## src/rtl/adcp_pkg.sv

```systemverilog
// Package for the converter control block: register offsets, fields, resets, timing.
// Assumes a single 100 MHz system clock domain and an 8-bit register port.
package adcp_pkg;
    // Register offsets (byte index on the plain register port)
    localparam logic [3:0] OFS_CTRL0 = 4'h0;
    localparam logic [3:0] OFS_CTRL1 = 4'h1;
    localparam logic [3:0] OFS_CTRL2 = 4'h2;
    localparam logic [3:0] OFS_RES_HI = 4'h3;
    localparam logic [3:0] OFS_RES_LO = 4'h4;
    localparam logic [3:0] OFS_IRQ_STAT = 4'h5;
    localparam logic [3:0] OFS_IRQ_MASK = 4'h6;
    localparam logic [3:0] OFS_PORT_A = 4'h7;
    localparam logic [3:0] OFS_PORT_B = 4'h8;
    localparam logic [3:0] OFS_PORT_E = 4'h9;
    localparam logic [3:0] OFS_STATUS = 4'ha;
    // Control 0 fields
    localparam int ON_BIT = 0;
    localparam int GO_BIT = 1;
    localparam int CHS_LSB = 2;
    // Control 2 fields
    localparam int CS_LSB = 0;
    localparam int ACQ_LSB = 3;
    // Reset values
    localparam logic [7:0] CTRL0_RST = 8'h00;
    localparam logic [7:0] CTRL2_RST = 8'h00;
    localparam logic [3:0] PCFG_RST_ANALOG = 4'h0;
    localparam logic [3:0] PCFG_RST_DIGITAL = 4'h7;
    localparam logic [3:0] CHAN_LAST = 4'hc;
    // Timing: instruction cycle is four device clocks
    localparam int CLK_MHZ = 100;
    localparam int TCY_CLKS = 4;
    localparam int CONV_BITS = 12;
    localparam int CONV_TAD = 13;
    localparam int GAP_TAD = 2;
    // Interrupt status bits
    localparam int IRQ_DONE = 0;
    localparam int IRQ_ABORT = 1;
    typedef enum logic [2:0] {
        ST_IDLE,
        ST_DELAY,
        ST_ACQ,
        ST_CONV,
        ST_GAP
    } adcp_state_t;
endpackage : adcp_pkg

```

## src/rtl/adcp_ctrl.sv

```systemverilog
// Converter control: registers, bit-period timing, acquisition and conversion sequence.
// Assumes a successive-approximation comparator input from the analog macro,
// pins already synchronised by the port logic, and a free-running RC clock tick.
//
// Notes on behaviour
// - Zero acquisition code delays conversion start by one instruction cycle.
// - Clock select sets bit period, acquisition count stays in bit periods.
// - A conversion continues while the device sits in idle.
// - Output-direction pins convert the level their own driver produces.
// - Conversion runs regardless of channel select or direction bits.
// - Port data reads return zero for analog-configured pins.
// - Digital-configured pins can also be converted normally.
// - Configuration bit picks port B analog or digital at reset.
// - Result registers hold new result on the cycle after completion.
// - Converter returns from convert to sample on next device clock.
// - Completion loads result, clears go bit and sets interrupt flag.
// - Reset restores registers, disables converter, aborts conversion.
// - Next acquisition waits at least two bit periods after conversion.
// - Four-bit channel select, codes 0-12 valid, 13-15 unimplemented.
module adcp_ctrl
    import adcp_pkg::*;
#(
    parameter int NUM_CHAN = 13
) (
    input wire logic clock_i,
    input wire logic rst_i,
    input wire logic ce_i,
    input wire logic [3:0] addr_i,
    input wire logic [7:0] wdata_i,
    input wire logic wr_i,
    input wire logic rd_i,
    output logic [7:0] rdata_o,
    input wire logic rc_tick_i,
    input wire logic sleep_i,
    input wire logic portb_analog_reset_select_i,
    input wire logic [NUM_CHAN-1:0] pin_level_i,
    input wire logic [NUM_CHAN-1:0] pin_dir_in_i,
    input wire logic cmp_i,
    output logic [11:0] dac_code_o,
    output logic [3:0] chan_sel_o,
    output logic sample_o,
    output logic irq_o
);
    // Refuse channel counts the select field and pin mask cannot serve
    if (NUM_CHAN < 1 || NUM_CHAN > 13) begin : g_chan_check
        $error("NUM_CHAN must be 1..13");
    end

    // Register state
    logic [7:0] ctrl0_r;
    logic [3:0] pin_function_field_r;
    logic [7:0] ctrl2_r;
    logic [11:0] result_r;
    logic [1:0] irq_stat_r;
    logic [1:0] irq_mask_r;
    logic [7:0] port_a_direction_r;
    logic [7:0] port_b_direction_r;
    logic [7:0] port_e_direction_r;
    logic pcfg_loaded_r;
    adcp_state_t state_r;
    logic [5:0] div_cnt_r;
    logic tad_tick;
    logic [4:0] tcnt_r;
    logic [11:0] sar_r;
    logic [3:0] bit_r;
    logic sync1_r;
    logic sync2_r;
    logic done_p;
    logic abort_p;
    logic [6:0] div_len;
    logic [2:0] acq_tad;

    wire logic converter_on = ctrl0_r[ON_BIT];
    wire logic go_bit = ctrl0_r[GO_BIT];
    wire logic [3:0] input_channel_select = ctrl0_r[CHS_LSB +: 4];
    wire logic [2:0] conv_clock_select = ctrl2_r[CS_LSB +: 3];
    wire logic [2:0] acquisition_time_select = ctrl2_r[ACQ_LSB +: 3];

    // Device-clock divide for a bit period, per select code
    function automatic logic [6:0] divide_of(input logic [2:0] sel);
        unique case (sel[1:0])
            2'b00: divide_of = 7'd2;
            2'b01: divide_of = 7'd8;
            2'b10: divide_of = 7'd32;
            2'b11: divide_of = 7'd1;
        endcase
        if (sel[2]) begin
            divide_of = divide_of << 1;
        end
    endfunction : divide_of

    // Acquisition length in bit periods, per select code
    function automatic logic [4:0] acq_of(input logic [2:0] sel);
        unique case (sel)
            3'd0: acq_of = 5'd0;
            3'd1: acq_of = 5'd2;
            3'd2: acq_of = 5'd4;
            3'd3: acq_of = 5'd6;
            3'd4: acq_of = 5'd8;
            3'd5: acq_of = 5'd12;
            3'd6: acq_of = 5'd16;
            3'd7: acq_of = 5'd20;
        endcase
    endfunction : acq_of

    assign div_len = divide_of(conv_clock_select);
    assign acq_tad = acquisition_time_select;

    // RC tick crosses two flops; only the second is read
    always_ff @(posedge clock_i) begin
        if (rst_i) begin
            sync1_r <= 1'b0;
            sync2_r <= 1'b0;
        end else if (ce_i) begin
            sync1_r <= rc_tick_i;
            sync2_r <= sync1_r;
        end
    end

    // Bit period: device clock divider or RC clock edge
    always_ff @(posedge clock_i) begin
        if (rst_i) begin
            div_cnt_r <= 6'd0;
        end else if (ce_i) begin
            if (state_r == ST_IDLE || 7'(div_cnt_r) + 7'd1 >= div_len) begin
                div_cnt_r <= 6'd0;
            end else begin
                div_cnt_r <= div_cnt_r + 6'd1;
            end
        end
    end
    logic rc_prev_r;
    always_ff @(posedge clock_i) begin
        if (rst_i) begin
            rc_prev_r <= 1'b0;
        end else if (ce_i) begin
            rc_prev_r <= sync2_r;
        end
    end
    // RC mode keeps running in sleep; divider needs the device clock awake
    assign tad_tick = (conv_clock_select[1:0] == 2'b11) ? (sync2_r & ~rc_prev_r)
        : (~sleep_i && 7'(div_cnt_r) + 7'd1 >= div_len);

    // Conversion sequencer; idle mode does not stop it
    always_ff @(posedge clock_i) begin
        if (rst_i) begin
            state_r <= ST_IDLE;
            tcnt_r <= 5'd0;
            sar_r <= 12'h000;
            bit_r <= 4'd0;
        end else if (ce_i) begin
            unique case (state_r)
                ST_IDLE: begin
                    if (converter_on && go_bit) begin
                        tcnt_r <= 5'd0;
                        sar_r <= 12'h000;
                        if (acq_tad == 3'd0) begin
                            state_r <= ST_DELAY;
                        end else begin
                            state_r <= ST_ACQ;
                        end
                    end
                end
                ST_DELAY: begin
                    if (tcnt_r == 5'(TCY_CLKS - 1)) begin
                        state_r <= ST_CONV;
                        bit_r <= 4'(CONV_BITS - 1);
                        sar_r <= 12'h800;
                        tcnt_r <= 5'd0;
                    end else begin
                        tcnt_r <= tcnt_r + 5'd1;
                    end
                end
                ST_ACQ: begin
                    if (!converter_on) begin
                        state_r <= ST_IDLE;
                    end else if (tad_tick) begin
                        if (tcnt_r + 5'd1 >= acq_of(acq_tad)) begin
                            state_r <= ST_CONV;
                            bit_r <= 4'(CONV_BITS - 1);
                            sar_r <= 12'h800;
                            tcnt_r <= 5'd0;
                        end else begin
                            tcnt_r <= tcnt_r + 5'd1;
                        end
                    end
                end
                ST_CONV: begin
                    if (!converter_on) begin
                        state_r <= ST_IDLE;
                    end else if (tad_tick) begin
                        // Successive approximation, one bit per period
                        if (!cmp_i) begin
                            sar_r[bit_r] <= 1'b0;
                        end
                        if (bit_r == 4'd0) begin
                            state_r <= ST_GAP;
                            tcnt_r <= 5'd0;
                        end else begin
                            sar_r[bit_r - 4'd1] <= 1'b1;
                            bit_r <= bit_r - 4'd1;
                        end
                    end
                end
                ST_GAP: begin
                    if (tad_tick) begin
                        if (tcnt_r == 5'(GAP_TAD - 1)) begin
                            state_r <= ST_IDLE;
                        end else begin
                            tcnt_r <= tcnt_r + 5'd1;
                        end
                    end
                end
                default: state_r <= ST_IDLE;
            endcase
        end
    end

    assign done_p = ce_i && state_r == ST_CONV && converter_on && tad_tick && bit_r == 4'd0;
    assign abort_p = ce_i && !converter_on && (state_r == ST_ACQ || state_r == ST_CONV);

    // Sampling switch closed outside conversion; closes again right after it ends
    assign sample_o = (state_r != ST_CONV);
    assign dac_code_o = sar_r;
    // Mux follows select whatever the pin is configured as
    assign chan_sel_o = input_channel_select;

    // Control 0: go bit cleared by hardware on completion
    always_ff @(posedge clock_i) begin
        if (rst_i) begin
            ctrl0_r <= CTRL0_RST;
        end else if (ce_i) begin
            if (wr_i && addr_i == OFS_CTRL0) begin
                ctrl0_r <= {2'b00, wdata_i[5:0]};
            end
            if (done_p || abort_p) begin
                ctrl0_r[GO_BIT] <= 1'b0;
            end
        end
    end

    // Pin-function field reset value follows the configuration strap
    always_ff @(posedge clock_i) begin
        if (rst_i) begin
            pin_function_field_r <= PCFG_RST_ANALOG;
            pcfg_loaded_r <= 1'b0;
        end else if (ce_i) begin
            if (!pcfg_loaded_r) begin
                pcfg_loaded_r <= 1'b1;
                pin_function_field_r <= portb_analog_reset_select_i ? PCFG_RST_ANALOG
                    : PCFG_RST_DIGITAL;
            end else if (wr_i && addr_i == OFS_CTRL1) begin
                pin_function_field_r <= wdata_i[3:0];
            end
        end
    end

    // Control 2, directions and mask registers
    always_ff @(posedge clock_i) begin
        if (rst_i) begin
            ctrl2_r <= CTRL2_RST;
            irq_mask_r <= 2'b00;
            port_a_direction_r <= 8'hff;
            port_b_direction_r <= 8'hff;
            port_e_direction_r <= 8'hff;
        end else if (ce_i && wr_i) begin
            unique case (addr_i)
                OFS_CTRL2: ctrl2_r <= wdata_i;
                OFS_IRQ_MASK: irq_mask_r <= wdata_i[1:0];
                OFS_PORT_A: port_a_direction_r <= wdata_i;
                OFS_PORT_B: port_b_direction_r <= wdata_i;
                OFS_PORT_E: port_e_direction_r <= wdata_i;
                default: ;
            endcase
        end
    end

    // Result pair loaded at completion, readable next cycle
    always_ff @(posedge clock_i) begin
        if (rst_i) begin
            result_r <= 12'h000;
        end else if (ce_i && done_p) begin
            result_r <= {sar_r[11:1], cmp_i};
        end
    end

    // Sticky events: write one to clear, set wins
    always_ff @(posedge clock_i) begin
        if (rst_i) begin
            irq_stat_r <= 2'b00;
        end else if (ce_i) begin
            for (int i = 0; i < 2; i++) begin
                if (wr_i && addr_i == OFS_IRQ_STAT && wdata_i[i]) begin
                    irq_stat_r[i] <= 1'b0;
                end
            end
            if (done_p) begin
                irq_stat_r[IRQ_DONE] <= 1'b1;
            end
            if (abort_p) begin
                irq_stat_r[IRQ_ABORT] <= 1'b1;
            end
        end
    end
    assign irq_o = |(irq_stat_r & irq_mask_r);

    // Analog pins read low; channel n analog when n below field threshold
    function automatic logic [7:0] port_mask(input logic [3:0] pcfg, input int base);
        port_mask = 8'h00;
        for (int i = 0; i < 8; i++) begin
            if (base + i < NUM_CHAN && (base + i) < (15 - int'(pcfg))) begin
                port_mask[i] = 1'b1;
            end
        end
    endfunction : port_mask

    logic [15:0] pins_ext;
    assign pins_ext = 16'(pin_level_i);

    // Read data, one cycle after the strobe
    always_ff @(posedge clock_i) begin
        if (rst_i) begin
            rdata_o <= 8'h00;
        end else if (ce_i) begin
            rdata_o <= 8'h00;
            if (rd_i) begin
                unique case (addr_i)
                    OFS_CTRL0: rdata_o <= ctrl0_r;
                    OFS_CTRL1: rdata_o <= {4'h0, pin_function_field_r};
                    OFS_CTRL2: rdata_o <= ctrl2_r;
                    OFS_RES_HI: rdata_o <= {4'h0, result_r[11:8]};
                    OFS_RES_LO: rdata_o <= result_r[7:0];
                    OFS_IRQ_STAT: rdata_o <= {6'h00, irq_stat_r};
                    OFS_IRQ_MASK: rdata_o <= {6'h00, irq_mask_r};
                    OFS_PORT_A: rdata_o <= pins_ext[7:0]
                        & ~port_mask(pin_function_field_r, 0);
                    OFS_PORT_B: rdata_o <= pins_ext[15:8]
                        & ~port_mask(pin_function_field_r, 8);
                    OFS_PORT_E: rdata_o <= port_e_direction_r;
                    OFS_STATUS: rdata_o <= {5'h00, 3'(state_r)};
                    default: rdata_o <= 8'h00;
                endcase
            end
        end
    end

    // Checks
    AST_DONE_CLEARS_GO: assert property (@(posedge clock_i) disable iff (rst_i)
        done_p |=> !ctrl0_r[GO_BIT] && irq_stat_r[IRQ_DONE]) else $error("done did not clear go");
    AST_RESULT_NEXT: assert property (@(posedge clock_i) disable iff (rst_i)
        done_p |=> result_r[11:1] == $past(sar_r[11:1])) else $error("result not loaded");
    AST_DELAY_TCY: assert property (@(posedge clock_i) disable iff (rst_i)
        (state_r == ST_IDLE && ce_i && converter_on && go_bit && acq_tad == 3'd0)
        |=> state_r == ST_DELAY) else $error("no start delay");
    AST_SAMPLE_BACK: assert property (@(posedge clock_i) disable iff (rst_i)
        done_p |=> sample_o) else $error("sample not restored");
    AST_GAP_HOLD: assert property (@(posedge clock_i) disable iff (rst_i)
        (state_r == ST_CONV && done_p) |=> state_r == ST_GAP) else $error("gap skipped");
    AST_RESET_IDLE: assert property (@(posedge clock_i)
        rst_i |=> state_r == ST_IDLE && ctrl0_r == CTRL0_RST) else $error("reset not idle");
    AST_CHAN_FOLLOW: assert property (@(posedge clock_i) disable iff (rst_i)
        chan_sel_o == ctrl0_r[CHS_LSB +: 4]) else $error("channel mux wrong");
    AST_IRQ_LEVEL: assert property (@(posedge clock_i) disable iff (rst_i)
        irq_o == |(irq_stat_r & irq_mask_r)) else $error("irq level wrong");
endmodule : adcp_ctrl

```

## config.mk

```make
export PLATFORM = sky130hd
export DESIGN_NAME = adcp_ctrl
export DESIGN_NICKNAME = d
export VERILOG_FILES = /design/src/rtl/adcp_pkg.sv /design/src/rtl/adcp_ctrl.sv
export SDC_FILE = /design/constraint.sdc
export NUM_CORES = 1
export LEC_CHECK = 0
export BUFFER_PORTS_ARGS = -buffer_cell sky130_fd_sc_hd__buf_2
export CORE_MARGIN = 1
export CORE_UTILIZATION = 40
export CTS_BUF_LIST = sky130_fd_sc_hd__clkbuf_2 sky130_fd_sc_hd__clkbuf_4 sky130_fd_sc_hd__clkbuf_8
export CTS_CLUSTER_DIAMETER = 200
export DETAILED_ROUTE_END_ITERATION = 10
export GPL_ROUTABILITY_DRIVEN = 0
export PLACE_DENSITY = 0.63
export SKIP_CTS_REPAIR_TIMING = 1
export SKIP_LAST_GASP = 1
export SYNTH_ARGS = -nofsm -noshare
export SYNTH_HDL_FRONTEND = slang
export SYNTH_SLANG_ARGS = --single-unit
```

## constraint.sdc

```tcl
create_clock -name clock_i -period 4.9 [get_ports clock_i]
set_input_delay 0.49 -clock clock_i [delete_from_list [all_inputs] [get_ports clock_i]]
set_output_delay 0.49 -clock clock_i [all_outputs]
set_load 0.02 [all_outputs]
```

==> qor.txt, run 1 <==
Synthesized Nets: 690
Async S/R FF share, synth: 0
RR Startpoint: div_cnt_r[0]$_SDFFE_PP0P_
Core area: 12210 µm²
Top-level I/O count: 73
Die width: 115.0 µm
Pwr dens: 238.4 nW/µm²
Final wirelength: 13470 µm
Netlist Area Pre-Place: 5107 µm²
Total of max-cap violations: 0
H-tree depth: 3
Req. time, crit path: 5.17 ns
Synthesized flop and latch total: 88
Crit. End Element: flip-flop
Clk sink count: 88
Slew headroom: 0.4461
YS warnings: 0
Min Hold Slack: 0.3499 ns
DRC viols: 0
Slew Limit Fails: 0
Fin cells: 823
Worst skew pair latency: 0.38 ns
Crit path arrival time: 3.34 ns
P&R area growth vs syn: 9.995%
Yosys cell types: 78
Share of layout cells above drive strength 1: 0.1557
Clock period minus worst slack: 3.071 ns
Post-DR wirelength/cell: 16.37 µm
Worst clock skew: 0.01173 ns
Min-delay src: wdata_i[7]
Clk pin slew, worst setup/hold paths: 0.09 ns
Vias post-DR: 4643
Hold Path End: port_e_direction_r[7]$_SDFFE_PP1P_
Grt ovf: 0
Hold depth: 3
Period Utilization, post-route: 0.6267
# fillers: 1272
Commonest non-fill, non-tap cell in the layout: dfxtp_1
Final core utilization: 0.4600
Root Buffer: clkbuf_8
Reg2reg path depth: 10
Drt first pass iters: 5
Maximum number of pins on one net before global-route repair: 78
Initial antenna violation count: 0
Seq/Total Area, Yosys: 0.3449
ANT cells: 0
FP Rows: 40
Port bufs: 59
RSZ-0062 raised after global routing: false
Starting Density: 0.4182
Worst Hold Class: input port to flip-flop
Status: finished, final reports clean
Vias in the first global route: 4385
Dpl hpwl: 9794 µm
Commonest non-fill, non-tap cells in the layout: dfxtp_1, nand2_1, buf_2
Static leakage: 0.002143 µW
First-pass GRT wire length: 22160 µm
Vias per std cell: 5.642
Worst r2r dst: tcnt_r[0]$_SDFFE_PP0P_
Sequential cell area: 1762 µm²
CTS tree: built
Die ar.: 13220 µm²
Multi-input logic area: 3034 µm²
First DRT Iteration DRCs: 429
Final #Nets: 718
Measured slew at the worst slew-check pin: 0.8247 ns
Global Route Usage Sum: 0.2140
Total power: 1339 µW
Fin. Hold Viols: 0
Fmax achieved: 0.3257 GHz
Startpoint Class: flip-flop
Die Y: 115.0 µm
Synth Area per Inst: 8.211 µm²
Ys flop type: dfxtp_1
Crit path max fanout: 5
Synthesized netlist cell count: 622
DRT antenna net count: 0
CTS Buf Count: 9
Post-synth EDFFs: 0
Crit path kind: flip-flop to flip-flop
Final setup viols: 0
CTS max path bufs: 2
R2R Setup Slk: 1.83 ns
Maximum VDD drop: 0.0001403 V
Cells after DPL: 807
Setup tns final: 0 ns
==> cell type report <==
| cell class | instances | area share |
|---|---|---|
| multi-input combinational | 462 | 0.5401 |
| sequential | 88 | 0.3136 |
| timing repair buffer | 61 | 0.05523 |
| tap | 168 | 0.03742 |
| clock buffer | 11 | 0.02472 |
| inverter | 28 | 0.01871 |
| clock inverter | 5 | 0.01024 |
==> cells by family (layout without fill, tap and decap cells) <==
group / after synthesis / count (layout) / synth area share
buf+inv: 72 / 105 / 0.06100
simple gates: 228 / 228 / 0.2305
xor+xnor: 9 / 9 / 0.01543
flops: 88 / 88 / 0.3449
compound gates: 174 / 174 / 0.2342
fa+ha+maj: 21 / 21 / 0.05144
mux: 30 / 30 / 0.06247
==> metrics by stage <==
step           instance area, µm²  setup slack [ns]
2_1_floorplan                5107             2.209
3_3_place_gp                 5421             1.915
3_5_place_dp                 5421             1.838
4_1_cts                      5618             1.813
5_1_grt                      5618             1.610
6_report                     5618             1.829
==> per-layer routing <==
layer  vias up  GRT usage  share of wire
li1       2309          -              -
met1      2158     0.2800           0.46
met2       162     0.3486           0.46
met3        14    0.05377          0.064
met4         0    0.06147          0.012
met5         -          0              0
==> cell usage after synthesis (4+ instances only) <==
| cell | instances | share of area |
|---|---|---|
| a211o_1 | 4 | 0.0069 |
| a21oi_1 | 42 | 0.041 |
| a22oi_1 | 10 | 0.015 |
| a311oi_1 | 10 | 0.017 |
| a31o_1 | 9 | 0.015 |
| a31oi_1 | 5 | 0.0061 |
| a32o_1 | 4 | 0.0078 |
| and3_1 | 4 | 0.0049 |
| buf_2 | 9 | 0.0088 |
| buf_4 | 4 | 0.0059 |
| clkbuf_1 | 26 | 0.019 |
| dfxtp_1 | 88 | 0.34 |
| ha_1 | 21 | 0.051 |
| inv_1 | 26 | 0.019 |
| mux2i_1 | 24 | 0.047 |
| nand2_1 | 82 | 0.060 |
| nand2b_1 | 10 | 0.012 |
| nand3_1 | 20 | 0.020 |
| nand3b_1 | 4 | 0.0059 |
| nand4_1 | 7 | 0.0086 |
| nor2_1 | 43 | 0.032 |
| nor2b_1 | 11 | 0.013 |
| nor3_1 | 10 | 0.0098 |
| o211ai_1 | 9 | 0.013 |
| o21ai_0 | 33 | 0.032 |
| o31ai_1 | 5 | 0.0074 |
| or3_1 | 5 | 0.0061 |
| xnor2_1 | 6 | 0.010 |
==> how the worst max path moves through the flow <==
stage | startpoint | endpoint | slack, ns | cells after the start
3_3_place_gp | div_cnt_r[0]$_SDFFE_PP0P_ | tcnt_r[0]$_SDFFE_PP0P_ | 1.91 | 10
3_5_place_dp | div_cnt_r[0]$_SDFFE_PP0P_ | tcnt_r[0]$_SDFFE_PP0P_ | 1.84 | 10
2_1_floorplan | ctrl2_r[2]$_SDFFE_PP0P_ | bit_r[2]$_SDFFE_PP0P_ | 2.21 | 9
5_1_grt | div_cnt_r[0]$_SDFFE_PP0P_ | tcnt_r[0]$_SDFFE_PP0P_ | 1.61 | 10
4_1_cts | div_cnt_r[0]$_SDFFE_PP0P_ | tcnt_r[0]$_SDFFE_PP0P_ | 1.81 | 10
6_report | div_cnt_r[0]$_SDFFE_PP0P_ | tcnt_r[0]$_SDFFE_PP0P_ | 1.83 | 10
==> sequential cells by signal, indices dropped and copies added (netlist names), named ones only <==
name                  flops
tcnt_r                    5
dac_code_o               12
irq_stat_r                2
rdata_o                   8
state_r                   3
sync2_r                   1
result_r                 12
irq_mask_r                2
ctrl2_r                   8
div_cnt_r                 6
sync1_r                   1
pin_function_field_r      4
port_e_direction_r        8
rc_prev_r                 1
pcfg_loaded_r             1
ctrl0_r                   6
bit_r                     4
==> worst max-delay path: stages (launching register included) <==
cell and delay, ns:
dfxtp_1 0.41, ha_1 0.21, nand3_1 0.12, xnor2_1 0.23, ha_1 0.28, a211oi_1 0.24
o21bai_1 0.19, a211oi_2 0.50, nor4b_2 0.15, o21bai_2 0.28, mux2_1 0.35
==> power by group <==
group / total, µW / switching, µW / internal (µW) / leakage (µW)
Combinational: 91.2 / 61.0 / 30.2 / 0.00134
Clock: 520 / 273 / 246 / 0.0000924
Sequential: 728 / 8.29 / 720 / 0.000710
Total: 1340 / 343 / 997 / 0.00214
Note: power is estimated with default switching activity, not from simulation.
==> inputs of run 2 (changes only) <==
--- a/config.mk
+++ b/config.mk
@@ -12,7 +12,7 @@
 export CTS_CLUSTER_DIAMETER = 200
 export DETAILED_ROUTE_END_ITERATION = 10
 export GPL_ROUTABILITY_DRIVEN = 0
-export PLACE_DENSITY = 0.63
+export PLACE_DENSITY = 0.65
 export SKIP_CTS_REPAIR_TIMING = 1
 export SKIP_LAST_GASP = 1
 export SYNTH_ARGS = -nofsm -noshare
==> constraint.sdc (replaced) <==
create_clock -name clock_i -period 2.8 [get_ports clock_i]
set_input_delay 0.28 -clock clock_i [delete_from_list [all_inputs] [get_ports clock_i]]
set_output_delay 0.28 -clock clock_i [all_outputs]
set_load 0.02 [all_outputs]
==> run 2 against run 1 <==
Against the previous run: final cell count grew 3.4%; largest cell class unchanged; clock power grew 77%; sequential share of layout area shrank 1.7 points.
==> qor.txt, run 2 (synthesis results as in run 1) <==
Vias per std cell: 5.635 (was 5.642)
Measured slew at the worst slew-check pin: 0.9178 ns (was 0.8247 ns)
Grt ovf: 0 (unchanged)
Port bufs: 59 (unchanged)
Placed cell area: 5637 µm² (was 5421 µm²)
FP Rows: 40 (unchanged)
R2R Setup Slk: 0.14 ns (was 1.83 ns)
Hold Path End: port_e_direction_r[6]$_SDFFE_PP1P_ (was port_e_direction_r[7]$_SDFFE_PP1P_)
Reg2reg path depth: 10 (unchanged)
Fin. Hold Viols: 0 (unchanged)
Commonest non-fill, non-tap cell in the layout: dfxtp_1 (unchanged)
First-pass GRT wire length: 22340 µm (was 22160 µm)
Final setup viols: 0 (unchanged)
Startpoint Class: flip-flop (unchanged)
Fmax achieved: 0.3756 GHz (was 0.3257 GHz)
Initial antenna violation count: 0 (unchanged)
Clock period minus worst slack: 2.662 ns (was 3.071 ns)
CP startpoint: tcnt_r[1]$_SDFFE_PP0P_ (was div_cnt_r[0]$_SDFFE_PP0P_)
Crit path arrival time: 2.96 ns (was 3.34 ns)
DRC viols: 0 (unchanged)
Root Buffer: clkbuf_8 (unchanged)
Global Route Usage Sum: 0.2145 (was 0.2140)
Vias in the first global route: 4488 (was 4385)
Core area: 12210 µm² (unchanged)
Post-DR wirelength/cell: 16.46 µm (was 16.37 µm)
Vias post-DR: 4795 (was 4643)
Total of max-cap violations: 0 (unchanged)
Starting Density: 0.4182 (unchanged)
Die ar.: 13220 µm² (unchanged)
Die Y: 115.0 µm (unchanged)
Req. time, crit path: 3.10 ns (was 5.17 ns)
Share of layout cells above drive strength 1: 0.2050 (was 0.1557)
Min-delay src: wdata_i[6] (was wdata_i[7])
Setup tns final: 0 ns (unchanged)
Worst Hold Class: input port to flip-flop (unchanged)
Slew headroom: 0.3829 (was 0.4461)
Crit path max fanout: 5 (unchanged)
Die width: 115.0 µm (unchanged)
Maximum number of pins on one net before global-route repair: 41 (was 78)
Hold depth: 3 (unchanged)
ANT cells: 0 (unchanged)
H-tree depth: 3 (unchanged)
Clk sink count: 88 (unchanged)
Worst skew pair latency: 0.37 ns (was 0.38 ns)
Slew Limit Fails: 0 (unchanged)
Worst r2r dst: state_r[0]$_SDFFE_PP0P_ (was tcnt_r[0]$_SDFFE_PP0P_)
First DRT Iteration DRCs: 399 (was 429)
P&R area growth vs syn: 16.36% (was 9.995%)
CTS Buf Count: 9 (unchanged)
CTS max path bufs: 2 (unchanged)
Crit path kind: flip-flop to flip-flop (unchanged)
Pwr dens: 398.5 nW/µm² (was 238.4 nW/µm²)
Final wirelength: 14010 µm (was 13470 µm)
Drt first pass iters: 5 (unchanged)
RR Startpoint: tcnt_r[1]$_SDFFE_PP0P_ (was div_cnt_r[0]$_SDFFE_PP0P_)
Worst clock skew: 0.01068 ns (was 0.01173 ns)
Period Utilization, post-route: 0.9509 (was 0.6267)
DRT antenna net count: 0 (unchanged)
Final instance area: 5943 µm² (was 5618 µm²)
Status: finished, final reports clean (unchanged)
Maximum VDD drop: 0.0002380 V (was 0.0001403 V)
CTS tree: built (unchanged)
Final #Nets: 746 (was 718)
Dpl hpwl: 10420 µm (was 9794 µm)
Commonest non-fill, non-tap cells in the layout: dfxtp_1, nand2_1, buf_2 (unchanged)
# fillers: 1222 (was 1272)
Crit. End Element: flip-flop (unchanged)
Top-level I/O count: 73 (unchanged)
Static leakage: 0.002342 µW (was 0.002143 µW)
Clk pin slew, worst setup/hold paths: 0.09 ns (about the same)
run 2: metal layers:
layer | global-route usage | up-vias | wire [µm]
met1 | 0.2823 | 2254 | 6547
met4 | 0.07532 | 0 | 201
met5 | 0 | - | 0
met3 | 0.04323 | 24 | 730
li1 | - | 2352 | -
met2 | 0.3490 | 165 | 6524
run 2: how the worst max path moves through the flow:
stage	cells after the start	to	slack, ns
after global placement	9	result_r[7]$_SDFFE_PP0P_	0.05
after global routing	11	dac_code_o[7]$_SDFFE_PP0P_	-0.004
after floorplan	9	bit_r[2]$_SDFFE_PP0P_	0.11
after detailed placement	11	result_r[10]$_SDFFE_PP0P_	-0.08
final	10	state_r[0]$_SDFFE_PP0P_	0.14
after CTS	11	result_r[10]$_SDFFE_PP0P_	-0.12
run 2: per-stage QoR:
stage                     worst slack [ns]  power [µW]  hold WS, ns    util  cells
after floorplan                     0.1092        1406       0.3620       -    622
after global placement             0.04551        1467       0.4457  0.4616    834
after detailed placement          -0.08470        1469       0.4491  0.4616    834
after CTS                          -0.1201        2388       0.1215  0.4781    850
after global routing             -0.004462        2461       0.1306  0.4867    851
final                               0.1376        2368       0.1418  0.4867    851
run 2: area by class of cell:
| cell class | count | area [µm²] | area share |
|---|---|---|---|
| Clock inverter | 7 | 77.57 | 0.01305 |
| Sequential cell | 88 | 1763 | 0.2966 |
| Clock buffer | 9 | 123.9 | 0.02084 |
| Inverter | 28 | 105.1 | 0.01768 |
| Timing Repair Buffer | 89 | 534.3 | 0.08989 |
| Multi-Input combinational cell | 462 | 3129 | 0.5265 |
| Tap cell | 168 | 210.2 | 0.03537 |
run 2: power by group:
part / internal (µW) / switching, µW
Combinational: 60.5 / 113
Clock: 422 / 498
Sequential: 1260 / 14.3
Total: 1740 / 625
run 2: worst max-delay path, cell delays in order (launching register included):
cell,delay (ns)
dfxtp_2,0.37
ha_1,0.16
nand3_1,0.09
xnor2_1,0.18
ha_1,0.32
nand3_1,0.07
o211a_1,0.22
and2_4,0.19
a2111o_1,0.45
or3_1,0.38
a21oi_1,0.15
==> inputs of run 3 (changes only) <==
--- a/config.mk
+++ b/config.mk
@@ -5,6 +5,7 @@
 export SDC_FILE = /design/constraint.sdc
 export NUM_CORES = 1
 export LEC_CHECK = 0
+export ABC_AREA = 1
 export BUFFER_PORTS_ARGS = -buffer_cell sky130_fd_sc_hd__buf_2
 export CORE_MARGIN = 1
 export CORE_UTILIZATION = 40
@@ -12,7 +13,7 @@
 export CTS_CLUSTER_DIAMETER = 200
 export DETAILED_ROUTE_END_ITERATION = 10
 export GPL_ROUTABILITY_DRIVEN = 0
-export PLACE_DENSITY = 0.65
+export PLACE_DENSITY = 0.66
 export SKIP_CTS_REPAIR_TIMING = 1
 export SKIP_LAST_GASP = 1
 export SYNTH_ARGS = -nofsm -noshare
==> run 3 against run 2 <==
Against the previous run: die area down 3.7%; worst setup slack better by 0.12 ns; global-route usage down 0.40 points; total power up 29%; non-clock buffer count down 21; via count up 1.2%; clock power up 3.4%; synthesized area down 3.8%; largest cell class unchanged.
==> qor.txt, run 3 <==
Status: finished, final reports clean (unchanged)
Setup tns final: 0 ns (unchanged)
Port bufs: 59 (unchanged)
Yosys cell types: 38 (was 78)
Maximum number of pins on one net before global-route repair: 35 (was 41)
Min Hold Slack: 0.1203 ns (was 0.1418 ns)
Total of max-cap violations: 0 (unchanged)
Static leakage: 0.002434 µW (was 0.002342 µW)
Met2 WL: 5863 µm (was 6524 µm)
CTS max path bufs: 2 (unchanged)
Synth Area per Inst: 6.678 µm² (was 8.211 µm²)
Slew Limit Fails: 0 (unchanged)
ANT cells: 0 (unchanged)
Share of layout cells above drive strength 1: 0.1355 (was 0.2050)
Fmax achieved: 0.3933 GHz (was 0.3756 GHz)
Maximum VDD drop: 0.0002339 V (was 0.0002380 V)
Slew headroom: 0.5255 (was 0.3829)
Core area: 12010 µm² (was 12210 µm²)
Met3 wire len: 453 µm (was 730 µm)
Pwr dens: 549.2 nW/µm² (was 398.5 nW/µm²)
CP max stage cell: dfxtp_4 (was a2111o_1)
WP buf/inv: 3 (was 0)
H-tree depth: 3 (unchanged)
Final wirelength: 12960 µm (was 14010 µm)
# fillers: 1307 (was 1222)
YS warnings: 0 (unchanged)
Crit path arrival time: 2.85 ns (was 2.96 ns)
Commonest non-fill, non-tap cells in the layout: nand2_1, inv_1, nor2_1, dfxtp_1, o21ai_0 (was dfxtp_1, nand2_1, buf_2)
RSZ-0062 raised after global routing: false
Worst path max stage delay: 0.38 ns (was 0.45 ns)
Vias in the first global route: 4354 (was 4488)
CTS tree: built (unchanged)
Root Buffer: clkbuf_8 (unchanged)
Synthesized netlist cell count: 736 (was 622)
Async S/R FF share, synth: 0 (unchanged)
First DRT Iteration DRCs: 366 (was 399)
Top-level I/O count: 73 (unchanged)
Synthesized flop and latch total: 88 (unchanged)
Setup WS pre-CTS: 0.09635 ns (was -0.08470 ns)
Ys flop type: dfxtp_1 (unchanged)
Crit path max fanout: 22 (was 5)
Post-Synth XOR/XNOR Area: 0.01604 (was 0.01543)
Clk sink count: 88 (unchanged)
Commonest non-fill, non-tap cell in the layout: nand2_1 (was dfxtp_1)
Netlist Area Pre-Place: 4915 µm² (was 5107 µm²)
Most common cell in the netlist: nand2_1 (was dfxtp_1)
Final #Nets: 860 (was 746)
P&R area growth vs syn: 13.39% (was 16.36%)
Post-Synth Simple-Gate Area: 0.2749 (was 0.2305)
Clk pin slew, worst setup/hold paths: 0.09 ns (about the same)
Synth Area in Compound Gates: 0.2006 (was 0.2342)
Measured slew at the worst slew-check pin: 0.7118 ns (was 0.9178 ns)
Combinational family with the most area after synthesis: simple AND/OR/NAND/NOR gates (was compound AO/OA/AOI/OAI gates)
Synth top area cells: dfxtp_1, nand2_1, o21ai_0 (was dfxtp_1, nand2_1, ha_1)
Crit path kind: flip-flop to flip-flop (unchanged)
First-pass GRT wire length: 21290 µm (was 22340 µm)
Die width: 112.8 µm (was 115.0 µm)
Die Y: 112.8 µm (was 115.0 µm)
Initial antenna violation count: 0 (unchanged)
Seq/Total Area, Yosys: 0.3585 (was 0.3449)
Starting Density: 0.4092 (was 0.4182)
DRT antenna net count: 0 (unchanged)
Synthesized Nets: 804 (was 690)
Die ar.: 12730 µm² (was 13220 µm²)
Synth top area share: 0.3585 (was 0.3449)
Cells after DPL: 928 (was 834)
Fin cells: 944 (was 851)
Proportion of synthesized area in mux cells: 0 (was 0.06247)
FP Rows: 40 (unchanged)
Most frequent cells after synthesis: nand2_1, inv_1, nor2_1 (was dfxtp_1, nand2_1, nor2_1)
DR top layer: met4 (unchanged)
Worst skew pair latency: 0.38 ns (was 0.37 ns)
Req. time, crit path: 3.11 ns (was 3.10 ns)
Sequential cell area: 1765 µm² (was 1763 µm²)
Vias post-DR: 4854 (was 4795)
Critical path, cell by cell: ha_1 -> nand2_1 -> nor2_2 -> xnor2_1 -> inv_1 -> ha_1 -> nand2_1 -> nand2_1 -> a21oi_1 -> nand2_1 -> nand2_2 -> buf_4 -> a21boi_4 -> inv_2 -> nand2_1 -> a211oi_1 (was ha_1 -> nand3_1 -> xnor2_1 -> ha_1 -> nand3_1 -> o211a_1 -> and2_4 -> a2111o_1 -> or3_1 -> a21oi_1)
Setup ws final: 0.2575 ns (was 0.1376 ns)
Clock period minus worst slack: 2.543 ns (was 2.662 ns)
Worst clock skew: 0.01090 ns (was 0.01068 ns)
CP top delay family: simple AND/OR/NAND/NOR gates (was compound AO/OA/AOI/OAI gates)
Global Route Usage Sum: 0.2105 (was 0.2145)
Final setup viols: 0 (unchanged)
Grt ovf: 0 (unchanged)
Post-DR wirelength/cell: 13.73 µm (was 16.46 µm)
Total power: 3061 µW (was 2368 µW)
Startpoint Class: flip-flop (unchanged)
Dpl hpwl: 9832 µm (was 10420 µm)
Multi-input logic area: 2696 µm² (was 3129 µm²)
Largest area contributor in the netlist: dfxtp_1 (unchanged)
Vias per std cell: 5.142 (was 5.635)
Post-synth EDFFs: 0 (unchanged)
Drt first pass iters: 5 (unchanged)
M1 WL: 6433 µm (was 6547 µm)
Period Utilization, post-route: 0.9080 (was 0.9509)
DRC viols: 0 (unchanged)
Worst Hold Class: input port to flip-flop (unchanged)
Post-synthesis adder-cell area fraction: 0.05346 (was 0.05145)
Crit. End Element: flip-flop (unchanged)
Fin. Hold Viols: 0 (unchanged)
Most frequent CP cell: nand2_1
CTS Buf Count: 9 (unchanged)
[run 3: cell count changes after synthesis, moves of 21 or more]
cell     previous run  this run
a21oi_1            42        63
mux2i_1            24         0
nor2_1             43        90
nand3_1            20        53
o21ai_0            33        83
inv_1              26        90
nand2_1            82       151
[run 3: through the flow]
stage / util / instance area (µm²)
2_1_floorplan: - / 4915
3_3_place_gp: 0.4446 / 5340
3_5_place_dp: 0.4446 / 5340
4_1_cts: 0.4622 / 5552
5_1_grt: 0.4640 / 5573
6_report: 0.4640 / 5573
[run 3: cell families after synthesis]
logic type	after synthesis
simple gates	320
compound gates	181
buf+inv	117
flops	88
fa+ha+maj	21
xor+xnor	9
[run 3: worst reg2reg max path: stages (launching register included)]
cell      delay (ns)
dfxtp_4         0.38
ha_1            0.18
nand2_1         0.09
nor2_2          0.11
xnor2_1         0.12
inv_1           0.07
ha_1            0.30
nand2_1         0.07
nand2_1         0.05
a21oi_1         0.12
nand2_1         0.11
nand2_2         0.12
buf_4           0.15
a21boi_4        0.07
inv_2           0.27
nand2_1         0.11
a211oi_1        0.16
[run 3: cell type report]
cell class / count / area share
well taps: 147 / 0.03300
inverters: 94 / 0.06331
clock inverters: 4 / 0.009430
repair buffers: 68 / 0.06511
clock buffers: 12 / 0.02851
multi-input cells: 531 / 0.4838
flip-flops and latches: 88 / 0.3168
[run 3: worst paths after layout]
path                                        end  cells after the start                       from  slack, ns
max reg2reg             ctrl0_r[1]$_SDFFE_PP0P_                     16  div_cnt_r[0]$_SDFFE_PP0P_       0.26
min reg2reg            result_r[1]$_SDFFE_PP0P_                      2   result_r[1]$_SDFFE_PP0P_       0.46
min          port_e_direction_r[7]$_SDFFE_PP1P_                      3                 wdata_i[7]       0.12
max                     ctrl0_r[1]$_SDFFE_PP0P_                     16  div_cnt_r[0]$_SDFFE_PP0P_       0.26
[run 3: power breakdown]
group	switching, µW	internal [µW]	total (µW)
combinational	508	235	743
sequential	61.7	1310	1370
clock	478	473	951
[run 3: layer usage]
layer	GRT usage	vias to the layer above
met1	0.2826	2197
met3	0.03535	17
met4	0.06844	0
met2	0.3436	105
li1	-	2535
met5	0	-
